--- config.mk ---
export PLATFORM = sky130hd
export DESIGN_NAME = ifb_flag_bank
export DESIGN_NICKNAME = d
export VERILOG_FILES = /design/src/verilog/ifb_pkg.sv /design/src/verilog/ifb_apb_port.sv /design/src/verilog/ifb_flag_bank.sv
export VERILOG_INCLUDE_DIRS = /design/src /design/src/verilog
export SDC_FILE = /design/constraint.sdc
export NUM_CORES = 1
export LEC_CHECK = 0
export BUFFER_PORTS_ARGS = -buffer_cell sky130_fd_sc_hd__buf_4
export CORE_ASPECT_RATIO = 2
export CORE_MARGIN = 1
export CORE_UTILIZATION = 36
export DETAILED_ROUTE_END_ITERATION = 8
export PLACE_DENSITY = 0.75
export RECOVER_POWER = 100
export SYNTH_ARGS = -nofsm -noshare
export SYNTH_HDL_FRONTEND = slang
export SYNTH_SLANG_ARGS = --single-unit
export TNS_END_PERCENT = 100
--- constraint.sdc ---
create_clock -name pclk -period 0.8 [get_ports pclk]
set_input_delay 0 -clock pclk [delete_from_list [all_inputs] [get_ports pclk]]
set_output_delay 0 -clock pclk [all_outputs]
set_load 0.01 [all_outputs]
--- src/verilog/ifb_params.svh ---
// Named offsets, bit positions, reset values and widths of the flag bank.
// Assumes it is included by the package and by each design module.
`ifndef IFB_PARAMS_SVH
`define IFB_PARAMS_SVH

`define IFB_ADDR_W 12
`define IFB_DATA_W 32
`define IFB_FLAG_W 16

`define IFB_OFF_FLAGS 12'h000
`define IFB_OFF_MASK 12'h004
`define IFB_OFF_CLEAR 12'h008

`define IFB_BIT_PARALLEL 13
`define IFB_BIT_COMPARE5 9
`define IFB_BIT_CAPTURE5 7
`define IFB_BIT_CAPTURE4 6
`define IFB_BIT_CAPTURE3 5
`define IFB_BIT_SERIAL_EVENT 1
`define IFB_BIT_SERIAL_FAULT 0

`define IFB_IMPL_MASK 16'h22e3
`define IFB_FLAGS_RESET 16'h0000
`define IFB_MASK_RESET 16'h0000
`define IFB_ZERO_HI 16'h0000
`define IFB_DATA_RESET 32'h0000_0000

`endif

--- src/verilog/ifb_pkg.sv ---
// Types shared by the flag bank and its bus port.
// Assumes the constants header is on the include path.
`include "ifb_params.svh"

package ifb_pkg;

   typedef logic [`IFB_FLAG_W-1:0] ifb_flags_type;

   typedef enum {
      IFB_SEL_FLAGS,
      IFB_SEL_MASK,
      IFB_SEL_CLEAR,
      IFB_SEL_NONE
   } ifb_sel_type;

endpackage

--- src/verilog/ifb_apb_port.sv ---
// APB slave port of the flag bank: address decode, write strobes, read data.
// Assumes a single 100 MHz clock and an APB master on the same clock.
`include "ifb_params.svh"

module ifb_apb_port
   import ifb_pkg::*;
(
   input wire logic pclk, // system clock
   input wire logic presetn, // asynchronous reset, active low
   input wire logic psel, // slave select
   input wire logic penable, // access phase
   input wire logic pwrite, // write when high
   input wire logic [`IFB_ADDR_W-1:0] paddr, // byte address
   input wire ifb_flags_type flags, // current flag register
   input wire ifb_flags_type mask, // current mask register
   output logic [`IFB_DATA_W-1:0] prdata, // read data
   output logic pready, // transfer complete
   output logic pslverr, // unmapped address
   output logic wr_flags, // write strobe, flag register
   output logic wr_mask, // write strobe, mask register
   output logic wr_clear // write strobe, clear alias
);

   ifb_sel_type setup_sel;
   ifb_sel_type access_sel;
   logic access;

   function automatic ifb_sel_type decode(input logic [`IFB_ADDR_W-1:0] addr);
      case (addr)
         `IFB_OFF_FLAGS: decode = IFB_SEL_FLAGS;
         `IFB_OFF_MASK: decode = IFB_SEL_MASK;
         `IFB_OFF_CLEAR: decode = IFB_SEL_CLEAR;
         default: decode = IFB_SEL_NONE;
      endcase
   endfunction

   assign setup_sel = decode(paddr);
   assign access_sel = decode(paddr);
   assign access = psel && penable;

   // Every access completes in its first access cycle.
   assign pready = 1'b1;
   assign pslverr = access && (access_sel == IFB_SEL_NONE);

   assign wr_flags = access && pwrite && (access_sel == IFB_SEL_FLAGS);
   assign wr_mask = access && pwrite && (access_sel == IFB_SEL_MASK);
   assign wr_clear = access && pwrite && (access_sel == IFB_SEL_CLEAR);

   // Read data is captured in the setup cycle so it leaves a flip-flop.
   always_ff @(posedge pclk or negedge presetn) begin
      if (!presetn) begin
         prdata <= `IFB_DATA_RESET;
      end else if (psel && !penable) begin
         if (pwrite) begin
            prdata <= `IFB_DATA_RESET;
         end else begin
            case (setup_sel)
               IFB_SEL_FLAGS: prdata <= {`IFB_ZERO_HI, flags};
               IFB_SEL_MASK: prdata <= {`IFB_ZERO_HI, mask};
               IFB_SEL_CLEAR: prdata <= {`IFB_ZERO_HI, flags};
               default: prdata <= `IFB_DATA_RESET;
            endcase
         end
      end
   end

endmodule

--- src/verilog/ifb_flag_bank.sv ---
// Interrupt flag status bank two: seven sticky request flags with a mask
// and one level interrupt, reached over APB.
// Assumes peripheral request inputs are synchronous to pclk.
//
// What this block does
// - Bit 13 sets when the parallel port requests an interrupt.
// - Bit 9 holds the pending request of compare channel 5.
// - Bit 7 latches a request from capture channel 5.
// - Bit 6 latches a request from capture channel 4.
// - Bit 5 latches a request from capture channel 3.
// - Bit 1 records the second serial port's transfer event request.
// - Bit 0 records the second serial port's fault request, separately.
// - Bits 15-14, 12-10, 8 and 4-2 read zero and ignore writes.
// - One means pending, zero means none; all flags readable and writable.
`include "ifb_params.svh"

module ifb_flag_bank
   import ifb_pkg::*;
(
   input wire logic pclk, // system clock, 100 MHz
   input wire logic presetn, // asynchronous reset, active low
   input wire logic psel, // APB select
   input wire logic penable, // APB enable
   input wire logic pwrite, // APB direction
   input wire logic [`IFB_ADDR_W-1:0] paddr, // APB byte address
   input wire logic [`IFB_DATA_W-1:0] pwdata, // APB write data
   output logic [`IFB_DATA_W-1:0] prdata, // APB read data
   output logic pready, // APB ready
   output logic pslverr, // APB error on unmapped address
   input wire logic parallel_port_irq_req, // parallel port request
   input wire logic compare5_irq_req, // compare channel 5 request
   input wire logic capture5_irq_req, // capture channel 5 request
   input wire logic capture4_irq_req, // capture channel 4 request
   input wire logic capture3_irq_req, // capture channel 3 request
   input wire logic serial_periph_b_event_req, // serial port B event
   input wire logic serial_periph_b_fault_req, // serial port B fault
   output logic irq // level interrupt
);

   ifb_flags_type peripheral_irq_flags_two;
   ifb_flags_type irq_mask;
   ifb_flags_type next_flags;
   ifb_flags_type event_vec;
   ifb_flags_type write_value;
   logic wr_flags;
   logic wr_mask;
   logic wr_clear;

   logic parallel_port_irq_flag;
   logic compare5_irq_flag;
   logic capture5_irq_flag;
   logic capture4_irq_flag;
   logic capture3_irq_flag;
   logic serial_periph_b_event_flag;
   logic serial_periph_b_fault_flag;

   ifb_apb_port u_port (
      .pclk(pclk),
      .presetn(presetn),
      .psel(psel),
      .penable(penable),
      .pwrite(pwrite),
      .paddr(paddr),
      .flags(peripheral_irq_flags_two),
      .mask(irq_mask),
      .prdata(prdata),
      .pready(pready),
      .pslverr(pslverr),
      .wr_flags(wr_flags),
      .wr_mask(wr_mask),
      .wr_clear(wr_clear)
   );

   assign write_value = pwdata[`IFB_FLAG_W-1:0];

   // Place each peripheral request at its flag position.
   always_comb begin
      event_vec = `IFB_FLAGS_RESET;
      event_vec[`IFB_BIT_PARALLEL] = parallel_port_irq_req;
      event_vec[`IFB_BIT_COMPARE5] = compare5_irq_req;
      event_vec[`IFB_BIT_CAPTURE5] = capture5_irq_req;
      event_vec[`IFB_BIT_CAPTURE4] = capture4_irq_req;
      event_vec[`IFB_BIT_CAPTURE3] = capture3_irq_req;
      event_vec[`IFB_BIT_SERIAL_EVENT] = serial_periph_b_event_req;
      event_vec[`IFB_BIT_SERIAL_FAULT] = serial_periph_b_fault_req;
   end

   // A request in the same cycle as a software clear keeps its flag set.
   always_comb begin
      next_flags = peripheral_irq_flags_two;
      if (wr_flags) begin
         next_flags = write_value;
      end else if (wr_clear) begin
         next_flags = peripheral_irq_flags_two & ~write_value;
      end
      next_flags = next_flags | event_vec;
      next_flags = next_flags & `IFB_IMPL_MASK;
   end

   always_ff @(posedge pclk or negedge presetn) begin
      if (!presetn) begin
         peripheral_irq_flags_two <= `IFB_FLAGS_RESET;
      end else begin
         peripheral_irq_flags_two <= next_flags;
      end
   end

   always_ff @(posedge pclk or negedge presetn) begin
      if (!presetn) begin
         irq_mask <= `IFB_MASK_RESET;
      end else if (wr_mask) begin
         irq_mask <= write_value & `IFB_IMPL_MASK;
      end
   end

   assign irq = |(peripheral_irq_flags_two & irq_mask);

   assign parallel_port_irq_flag = peripheral_irq_flags_two[`IFB_BIT_PARALLEL];
   assign compare5_irq_flag = peripheral_irq_flags_two[`IFB_BIT_COMPARE5];
   assign capture5_irq_flag = peripheral_irq_flags_two[`IFB_BIT_CAPTURE5];
   assign capture4_irq_flag = peripheral_irq_flags_two[`IFB_BIT_CAPTURE4];
   assign capture3_irq_flag = peripheral_irq_flags_two[`IFB_BIT_CAPTURE3];
   assign serial_periph_b_event_flag = peripheral_irq_flags_two[`IFB_BIT_SERIAL_EVENT];
   assign serial_periph_b_fault_flag = peripheral_irq_flags_two[`IFB_BIT_SERIAL_FAULT];
endmodule

## Word-level counts from Yosys, hierarchy flattened

Cells that the tools add are included.

| operators by class | value |
|---|---|
| reductions and logical operators | 13 |
| bitwise operators | 4 |
| mux-type cells | 5 |
| eq/ne operators | 7 |

Operator list:

| cell | number |
|---|---|
| $logic_not A32 Y1 | 2 |
| $mux W32 | 1 |
| $and A14 B14 Y14 | 2 |
| $mux W14 | 2 |
| $pmux W14 S2 | 1 |
| $reduce_or A16 Y1 | 1 |
| $not A14 Y14 | 1 |
| $or A14 B14 Y14 | 1 |
| $eq A12 B3 Y1 const B | 1 |
| $eq A12 B4 Y1 const B | 1 |
| $logic_not A12 Y1 | 1 |
| $logic_and A1 B1 Y1 | 7 |
| $eq A2 B2 Y1 const B | 3 |
| $pmux W2 S3 | 1 |
| $eq A2 B1 Y1 const B | 2 |
| $reduce_or A2 Y1 | 1 |
| $logic_not A1 Y1 | 1 |

| word-level totals | value |
|---|---|
| bits in registers | 46 |
| input port bits | 56 |
| logic and storage cells | 32 |

## Depth between registers and ports, before layout

Gate-level depths: netlist of run 1.

| logic depth | value |
|---|---|
| word-level depth | 7 |
| gate-level depth with buffers | 5 |

## Modules after synthesis

A second synthesis of run 1 with hierarchy kept.

| second synthesis, totals | value |
|---|---|
| cell total of the unflattened synthesis | 170 |
| area total of the unflattened synthesis | 1,767.9 sq um |

Modules (own cells, without submodules):

| module | area an instance (sq um) | cells each | instances |
|---|---|---|---|
| ifb_apb_port | 1,119.8 | 121 | 1 |
| ifb_flag_bank | 648.1 | 49 | 1 |

## Least setup slack after synthesis of run 1

Ideal clock, no wire load.

| timing path | value |
|---|---|
| path kind | input port to flip-flop |
| from | input paddr[9] |
| to | register irq_mask[0] |
| setup time | 0.125 ns |
| required time | 0.675 ns |
| setup slack | -0.723 ns |
| path buffers | 1 |
| cell stages on the path | 5 |
| arrival time | 1.398 ns |
| cell sequence | nor4_4 -> nand3_1 -> or4b_1 -> buf_2 -> mux2_4 |

| on the way | value |
|---|---|
| longest elaborated chain between the ends | 4 |
| elaborated cells between the ends (all ways) | 6 |
| those cells by class | 3 x eq/ne; 1 x mux; 2 x reduce/logical |

Ends and longest elaborated chain:

| element | RTL line | text |
|---|---|---|
| from (decl) | ifb_flag_bank.sv:25 | `` input wire logic [`IFB_ADDR_W-1:0] paddr, `` |
| $eq A12 B4 Y1, or another cell as far along | ifb_apb_port.sv:29 | `case (addr)` |
| $pmux W2 S3 (*) | ifb_apb_port.sv:29 |  |
| $eq A2 B1 Y1 (*) | ifb_apb_port.sv:46 | `assign wr_mask = access && pwrite && (access_sel == IFB_SEL_MASK);` |
| $logic_and A1 B1 Y1 (*) | ifb_apb_port.sv:46 |  |
| to (signal assigned) | ifb_flag_bank.sv:110 | `` irq_mask <= `IFB_MASK_RESET; `` |
| to (signal assigned) | ifb_flag_bank.sv:112 | `` irq_mask <= write_value & `IFB_IMPL_MASK; `` |
| to (decl) | ifb_flag_bank.sv:41 | `ifb_flags_type irq_mask;` |

Every way passes the cells marked *; elsewhere a longest branch is shown, timed or not.
A chain may end at the register's enable or synchronous reset.

## Final worst setup path of run 1

| timing path | value |
|---|---|
| from | input paddr[10] |
| to | register irq_mask[9] |

The elaborated chain is that of the path after synthesis.

==> results, run 1 <==
- The run finished, with violations left.
- The checks that failed: DRC, setup timing.
- Summed over all nets, the half-perimeter wirelength after detailed placement is 2270 um.
- The required time at the worst-slack endpoint is 0.94 ns.
- The final estimated routing congestion in global placement is 0.796.
- Walking the worst path, the cells encountered are buf_6, nor4_4, nand3_2, or4b_4, mux2_4.
- The pin count of the biggest net entering global routing is 22.
- Clock-pin slew was measured on the worst setup and hold paths at 0.07 ns.
- STA classifies the critical path startpoint as an input pin.
- The wire length of the first global-routing pass is 4660 um.
- In the final layout, flip-flops and latches occupy 526 um^2.
- Dividing the final minimum period by the clock period gives 1.65.
- The die outline area is 3760 um^2.
- The multi-input combinational cells in the finished layout cover a total of 646 um^2.
- Summing every instance area after synthesis gives 1260 um^2.
- For this design, the sink count on the clock tree is 21.
- The mean instance size in the synthesized netlist is 10.3 um^2.
- The total routed wirelength is 3050 um.
- The number of hold violations in the final report is 0.
- After detailed routing, the average wire length per cell comes to 13.5 um.
- The cell type of the slowest stage on the worst timing path is sky130_fd_sc_hd__or4b_4.
- The worst path in the final design needs a cycle of 1.32 ns, including I/O delays and setup.
- The biggest fanout along the worst timing path is 7.
- The path class of the tightest hold or removal check is in2reg.
- Headroom to the max-slew limit came out at 0.661.
- Summed over all layers, the global routing overflow is 0.
- The largest total area in the synthesized netlist belongs to sky130_fd_sc_hd__dfrtp_1.
- For the worst-skew pair, the clock arrives at the later sink with an insertion delay of 0.26 ns.
- The fill cell instance count of the final layout is 295.
- The root buffer selected by CTS is sky130_fd_sc_hd__clkbuf_8.
- Across the run, the number of max-cap violations was 0.
- The core region area is 3380 um^2.
- The via-per-instance ratio is 4.89.
- The die span in x is 43.9 um.
- The ratio of total power to cell area is 1110 nW/um^2.
- The detail route stage leaves a number of antenna-violating nets equal to 0.
- Compared with the post-synthesis result, the final layout area differs by 50.4%.
- The share of the Yosys chip area taken by registers is 0.416.
- The TritonCTS clock tree is done.
- For this run, the total global-route usage over all layers was measured as 0.163.
- Derived from the worst setup path, the maximum achievable clock frequency is 759 MHz.
- In this run the vertical extent of the chip is 85.7 um.
- The number of global-route vias before repair is 1073.
- Across all hold checks on the routed design, the worst slack comes to 0.00125 ns.
- The nature of the critical path endpoint is a flip-flop.
- The cell count after synthesis is 123.
- The initial antenna violation count is 0.
- On the critical path the largest part of the delay comes from simple AND/OR/NAND/NOR gates.
- The synthesis-stage register bit count is 21.
- The worst clock skew is 0.00424 ns.
- Input and output buffers added on the ports amount to 39.
- The fraction of final layout cells with drive strength greater than 1 is 0.418.
- The worst setup path category is in2reg.
- The number of pins exceeding their max-slew limit in the final report was 0.
- The fraction of synthesized cell area taken by the top area cell type is 0.416.
- Setup repair after global routing could not meet its margin everywhere.
- The repair_antennas step left the layout with diodes totalling 0.
- Sorting the synthesized cells by area gives the leading types as sky130_fd_sc_hd__dfrtp_1 (42%), sky130_fd_sc_hd__buf_4 (15%), sky130_fd_sc_hd__mux2_4 (8.3%), sky130_fd_sc_hd__a221o_1 (5.6%), sky130_fd_sc_hd__o21ai_0 (5.2%).
- After layout, the worst setup slack is -0.517 ns.
- The setup-violating endpoint count in the final report is 23.
- The starting density of the core is 0.374.
- The count of different cell masters after synthesis is 27.
- The Yosys step of the flow raised 0 warnings.
- In this run the number of H-tree levels came out at 1.
- The number of standard-cell rows in the floorplan is 30.
- The detailed router's first-iteration violation count is 34.
- For this block, the via count after detailed routing is 1105.
- In this design, the stage delay of the slowest critical-path cell is 0.59 ns.
- The fraction of the core area covered by cells at the end of the flow is 0.562.
- The worst-margin pin slew is 0.509 ns.
- TritonCTS created 3 clock buffers.
- In the final design database the tool counted 251 nets.
- After detailed routing, the number of remaining DRC violations is 1.
- The leakage power figure is 1.02 nW.
- The number of iterations in the first detailed-routing pass is 9.
- Counting along the longest clock path gives a buffer depth of 2.
- 91 I/O pins were placed.
- The number of buffers and inverters on the critical path is 1.
- Data on the critical path arrives at its endpoint at 1.46 ns.
- The largest voltage drop on the vdd net is 646 uV.
[per-layer routing]
layer | global-route usage | vias to the layer above | wire (um)
met4 | 0.0579 | 0 | 45
met2 | 0.315 | 52 | 1770
met1 | 0.174 | 518 | 1100
li1 | - | 531 | -
met3 | 0.0105 | 4 | 129
met5 | 0 | - | 0
[sequential cells by signal, indices dropped and copies added, names as in the netlist]
register	flops
u_port.prdata	7
peripheral_irq_flags_two	7
irq_mask	7
[power breakdown]
group / switching, mW / leakage (nW) / internal [mW] / total [mW]
clock network: 0.324 / 0.0228 / 0.354 / 0.678
registers: 0.000490 / 0.257 / 1.06 / 1.06
logic: 0.182 / 0.740 / 0.193 / 0.375
[final timing paths]
kind,startpoint,to,slack (ns),depth (start not counted)
min in group asynchronous,presetn,u_port.prdata[1]$_DFFE_PN0P_,0.24,2
worst min-delay path,pwdata[13],irq_mask[13]$_DFFE_PN0P_,0.001,2
max in group asynchronous,presetn,u_port.prdata[9]$_DFFE_PN0P_,0.21,2
worst min register to register,irq_mask[0]$_DFFE_PN0P_,u_port.prdata[0]$_DFFE_PN0P_,0.53,1
worst max-delay path,paddr[10],irq_mask[9]$_DFFE_PN0P_,-0.52,5
worst max register to register,peripheral_irq_flags_two[9]$_DFF_PN0_,peripheral_irq_flags_two[9]$_DFF_PN0_,-0.20,2
[layout make-up]
cell class / instances / area share
clock buffers: 4 / 0.0237
flip-flops and latches: 21 / 0.277
multi-input cells: 90 / 0.340
inverters: 8 / 0.0158
well taps: 32 / 0.0211
repair buffers: 71 / 0.323
[layout by cell type, fill, tap and decap left out, types with 2 or more instances in the layout]
| master | instances |
|---|---|
| sky130_fd_sc_hd__nand3_1 | 2 |
| sky130_fd_sc_hd__inv_1 | 8 |
| sky130_fd_sc_hd__a22oi_1 | 2 |
| sky130_fd_sc_hd__nand2_1 | 9 |
| sky130_fd_sc_hd__o21ai_2 | 5 |
| sky130_fd_sc_hd__clkbuf_8 | 3 |
| sky130_fd_sc_hd__mux2_4 | 7 |
| sky130_fd_sc_hd__buf_6 | 12 |
| sky130_fd_sc_hd__nor4_4 | 3 |
| sky130_fd_sc_hd__nor2_1 | 2 |
| sky130_fd_sc_hd__conb_1 | 26 |
| sky130_fd_sc_hd__o21ai_0 | 7 |
| sky130_fd_sc_hd__dlygate4sd3_1 | 12 |
| sky130_fd_sc_hd__a221o_1 | 7 |
| sky130_fd_sc_hd__dfrtp_1 | 21 |
| sky130_fd_sc_hd__a21o_1 | 7 |
| sky130_fd_sc_hd__o21ai_1 | 2 |
| sky130_fd_sc_hd__buf_4 | 45 |
[cell families (layout without fill, tap and decap cells)]
group,after synthesis,in the layout,synth area share
buf+inv,36,83,0.185
compound gates,32,32,0.176
simple gates,25,25,0.133
flops,21,21,0.416
mux,7,7,0.0833
other cells,2,26,0.00595
[metrics by stage]
step	instances	worst slack [ns]	cell area (um^2)	power, mW	TNS (ns)
finish	226	-0.517	1900	2.12	-9.86
global route	226	-0.548	1900	2.21	-10.74
CTS	226	-0.508	1850	2.11	-9.39
detailed placement	208	-0.823	1630	1.39	-14.90
global placement	208	-0.794	1630	1.39	-14.49
floorplan	147	-0.686	1370	1.27	-10.89
[synth_stat cells]
cell,instances
sky130_fd_sc_hd__nor4_4,1
sky130_fd_sc_hd__buf_2,1
sky130_fd_sc_hd__or4_1,1
sky130_fd_sc_hd__nand4b_1,1
sky130_fd_sc_hd__nor4_2,2
sky130_fd_sc_hd__buf_4,26
sky130_fd_sc_hd__nor4b_1,1
sky130_fd_sc_hd__dfrtp_1,21
sky130_fd_sc_hd__or4b_1,1
sky130_fd_sc_hd__o21ai_1,1
sky130_fd_sc_hd__a221o_1,7
sky130_fd_sc_hd__and4bb_2,1
sky130_fd_sc_hd__a22oi_1,2
sky130_fd_sc_hd__a21o_1,7
sky130_fd_sc_hd__nand4_1,1
sky130_fd_sc_hd__nor2_1,2
sky130_fd_sc_hd__mux2_4,7
sky130_fd_sc_hd__nand2b_1,1
sky130_fd_sc_hd__o21ai_0,13
sky130_fd_sc_hd__nor3_1,1
sky130_fd_sc_hd__a21oi_1,1
sky130_fd_sc_hd__a222oi_1,1
sky130_fd_sc_hd__inv_1,8
sky130_fd_sc_hd__nand2_1,9
sky130_fd_sc_hd__clkbuf_1,1
sky130_fd_sc_hd__nand3_1,3
sky130_fd_sc_hd__conb_1,2
[what timing repair did]
action	4_1_cts	5_1_grt
endpoints found under the hold margin	33	3
setup endpoints to repair	23	30
buffers inserted	12	0
resized for setup	11	13
hold buffers	11	1
pin swaps	12	4
Note: power is estimated with default switching activity, not from simulation.
==> inputs of run 2 (changes only) <==
--- a/config.mk
+++ b/config.mk
@@ -7,12 +7,13 @@
 export NUM_CORES = 1
 export LEC_CHECK = 0
 export BUFFER_PORTS_ARGS = -buffer_cell sky130_fd_sc_hd__buf_4
-export CORE_ASPECT_RATIO = 2
+export CORE_ASPECT_RATIO = 0.8
 export CORE_MARGIN = 1
 export CORE_UTILIZATION = 36
 export DETAILED_ROUTE_END_ITERATION = 8
 export PLACE_DENSITY = 0.75
 export RECOVER_POWER = 100
+export SKIP_CTS_REPAIR_TIMING = 1
 export SYNTH_ARGS = -nofsm -noshare
 export SYNTH_HDL_FRONTEND = slang
 export SYNTH_SLANG_ARGS = --single-unit
==> results, run 2 (synthesized netlist as in run 1, its figures left out) <==
- Status: complete, but fails checks (unchanged).
- Violations in the final reports: hold timing, setup timing (was DRC, setup timing).
- The critical path arrival is 1.57 ns (was 1.46 ns).
- The shortest clock period the worst path allows after layout is 1.42 ns (was 1.32 ns).
- The top cell family by delay on the critical path is simple AND/OR/NAND/NOR gates (unchanged).
- The worst setup slack after placement is -0.904 ns (was -0.823 ns).
- The capturing instance or port of the critical path is irq_mask[13]$_DFFE_PN0P_ (was irq_mask[9]$_DFFE_PN0P_).
- The normalized max-slew margin came to 0.652 (was 0.661).
- The biggest fanout along the worst timing path is 7 (unchanged).
- The worst hold margin was -0.0160 ns (was 0.00125 ns).
- The total number of clock tree sinks is 21 (unchanged).
- The number of standard-cell rows in the floorplan is 18 (was 30).
- The internal power component is 1.61 mW (about the same).
- The leakage power figure is 1.04 nW (was 1.02 nW).
- The launch instance of the worst register-to-register path is peripheral_irq_flags_two[9]$_DFF_PN0_ (unchanged).
- The number of logic stages on the critical path including buffering is 6 (was 5).
- The number of antenna repair diodes is 0 (unchanged).
- The relative contribution of combinational cells to total power is 0.179 (was 0.177).
- The number of maximum-capacitance violations is 0 (unchanged).
- The total placed instance area is 1660 um^2 (was 1630 um^2).
- The portion of the clock cycle consumed by the worst path in the final layout is 1.78 (was 1.65).
- The library cell appearing most often on the critical path is sky130_fd_sc_hd__buf_8.
- The net switching power is 541 uW (was 506 uW).
- The number of buffers added by the clock tree synthesis step was 3 (unchanged).
- The clock tree buffer depth is 2 (unchanged).
- The worst reg-to-reg setup slack came to -0.18 ns (was -0.20 ns).
- The switching part of the total is 0.252 (was 0.239).
- The path category of the worst min-delay check was in2reg (unchanged).
- The total via count in the routed design is 1142 (was 1105).
- The fraction of final layout cells with drive strength greater than 1 was 0.437 (was 0.418).
- The final estimated routing congestion in global placement is 0.774 (was 0.796).
- The total global routing track utilization is 0.181 (was 0.163).
- The half-perimeter wire length of the detailed placement result is 2340 um (was 2270 um).
- The sum of overflow across all layers after global routing was 0 (unchanged).
- Biggest regs: irq_mask (7), peripheral_irq_flags_two (7), u_port.prdata (7) (unchanged).
- The latest clock arrival within the worst-skew pair is 0.26 ns (about the same).
- The number of buffer and inverter instances along the worst setup path is 2 (was 1).
- The starting density of the core is 0.392 (was 0.374).
- The type of origin of the critical path is an input pin (unchanged).
- The antenna violation net count after detailed routing is 0 (unchanged).
- The number of DRC violations after detailed routing is 0 (was 1).
- The post-route cell area is 1950 um^2 (was 1900 um^2).
- The final setup TNS is -11.46 ns (was -9.86 ns).
- The post-route worst setup slack is -0.623 ns (was -0.517 ns).
- The largest stage delay on the critical path is 0.51 ns (was 0.59 ns).
- The net total in the final layout is 256 (was 251).
- Unrepaired setup endpoints after global routing: yes (unchanged).
- The worst setup path category is in2reg (unchanged).
- The die outline area is 3750 um^2 (was 3760 um^2).
- The routed length per placed instance is 13.5 um (about the same).
- The cell type of the slowest stage on the worst timing path is sky130_fd_sc_hd__or4b_4 (unchanged).
- The required time at the worst-slack endpoint is 0.95 ns (was 0.94 ns).
- The endpoint of the worst-slack reg-to-reg timing path is peripheral_irq_flags_two[9]$_DFF_PN0_ (unchanged).
- The nature of the critical path endpoint is a flip-flop (unchanged).
- The launch point of the worst path was paddr[10] (unchanged).
- The TritonCTS clock tree was done (unchanged).
- The wire length of the first global-routing pass is 4740 um (was 4660 um).
- The worst clock skew was 0.00493 ns (was 0.00424 ns).
- Critical Path, Cell by Cell: buf_8, nor4_4, nand3_2, or4b_4, buf_8, mux2_4 (was buf_6, nor4_4, nand3_2, or4b_4, mux2_4).
- The largest voltage drop on the vdd net is 766 uV (was 646 uV).
- The number of levels in the clock H-tree is 1 (unchanged).
- The die height was 55.0 um (was 85.7 um).
- The core region area was 3220 um^2 (was 3380 um^2).
- The leading cell type in the layout, fill and taps excluded is sky130_fd_sc_hd__buf_4 (unchanged).
- The ratio of total power to cell area was 1100 nW/um^2 (was 1110 nW/um^2).
- The detailed router's first-iteration violation count is 29 (was 34).
- The number of global-route vias before repair is 1005 (was 1073).
- The number of iterations in the first detailed-routing pass is 4 (was 9).
- The total routed wirelength is 3240 um (was 3050 um).
- Most frequent cells in the layout: sky130_fd_sc_hd__buf_4 (50), sky130_fd_sc_hd__conb_1 (26), sky130_fd_sc_hd__dfrtp_1 (21), sky130_fd_sc_hd__dlygate4sd3_1 (13), sky130_fd_sc_hd__buf_6 (10) (was sky130_fd_sc_hd__buf_4 (45), sky130_fd_sc_hd__conb_1 (26), sky130_fd_sc_hd__dfrtp_1 (21), sky130_fd_sc_hd__dlygate4sd3_1 (12), sky130_fd_sc_hd__buf_6 (12)).
- The final total power is 2.15 mW (was 2.12 mW).
- The worst-margin pin slew is 0.522 ns (was 0.509 ns).
- The pin count of the biggest net entering global routing is 22 (unchanged).
- The count of boundary I/O pins is 91 (unchanged).
- The power share of the sequential group is 0.494 (was 0.502).
- The die span in x is 68.2 um (was 43.9 um).
- The highest achievable clock rate was 703 MHz (was 759 MHz).
- The via-per-instance ratio was 4.78 (was 4.89).
- The number of hold violations in the final report is 4 (was 0).
- The number of pins exceeding their max-slew limit in the final report was 0 (unchanged).
- The number of input and output port buffers inserted is 39 (unchanged).
- The initial antenna violation count is 0 (unchanged).
- The clock slew seen by the registers of the worst setup and hold paths came to 0.08 ns (was 0.07 ns).
- The final cell count without fillers was 239 (was 226).
- The number of placed cells counting well taps is 218 (was 208).
- The path depth of the worst reg2reg path is 2 (unchanged).
- The root buffer selected by CTS is sky130_fd_sc_hd__clkbuf_8 (unchanged).
- The relative area change from synthesis to final layout is 54.1% (was 50.4%).
- The setup-violating endpoint count in the final report is 23 (unchanged).
- The clock network fraction of design power is 0.327 (was 0.321).
## run 2: cell count changes in the layout (fill, tap and decap cells not counted), sizes merged
cell         previous run  this run
buf                    58        62
clkbuf                  5         4
dlygate4sd3            12        13
clkinv                  0         1
## run 2: area by class of cell
| type | count | area, um^2 |
|---|---|---|
| Clock buffer | 3 | 41.3 |
| Clock inverter | 1 | 5.00 |
| Sequential cell | 21 | 526 |
| Fill cell | 258 | 1270 |
| Inverter | 8 | 30.0 |
| Tap cell | 40 | 50.0 |
| Timing Repair Buffer | 76 | 653 |
| Multi-Input combinational cell | 90 | 641 |
## run 2: worst min-delay path by stage
| stage | start | endpoint | slack (ns) | cells after the start |
|---|---|---|---|---|
| detailed placement | presetn | peripheral_irq_flags_two[13]$_DFF_PN0_ | -0.10 | 1 |
| CTS | presetn | irq_mask[7]$_DFFE_PN0P_ | -0.39 | 1 |
| finish | pwdata[6] | irq_mask[6]$_DFFE_PN0P_ | -0.02 | 2 |
| global route | pwdata[6] | irq_mask[6]$_DFFE_PN0P_ | -0.01 | 2 |
| global placement | presetn | peripheral_irq_flags_two[1]$_DFF_PN0_ | -0.11 | 1 |
| floorplan | presetn | irq_mask[0]$_DFFE_PN0P_ | -0.30 | 0 |
## run 2: power groups by stage
stage	Combinational [mW]	Clock [mW]	Sequential, mW
after global routing	0.423	0.770	1.06
final	0.384	0.702	1.06
after CTS	0.306	0.715	1.06
after detailed placement	0.306	0	1.08
after floorplan	0.183	0	1.08
after global placement	0.299	0	1.08
## run 2: stage by stage
| step | hold WS (ns) | util |
|---|---|---|
| floorplan | -0.296 | - |
| global placement | -0.109 | 0.514 |
| detailed placement | -0.101 | 0.514 |
| CTS | -0.389 | 0.528 |
| global route | -0.0141 | 0.604 |
| finish | -0.0160 | 0.604 |
## run 2: metal layers
| metal | vias to the layer above | wire, um | track usage |
|---|---|---|---|
| met5 | - | 0 | 0 |
| met4 | 0 | 34 | 0.0521 |
| met3 | 6 | 167 | 0.0451 |
| met2 | 49 | 1690 | 0.319 |
| met1 | 549 | 1340 | 0.220 |
| li1 | 538 | - | - |
## run 2: worst reg2reg max path, stage by stage (launching register included)
cell and delay (ns):
sky130_fd_sc_hd__dfrtp_1 0.40, sky130_fd_sc_hd__buf_4 0.14, sky130_fd_sc_hd__a221o_1 0.33
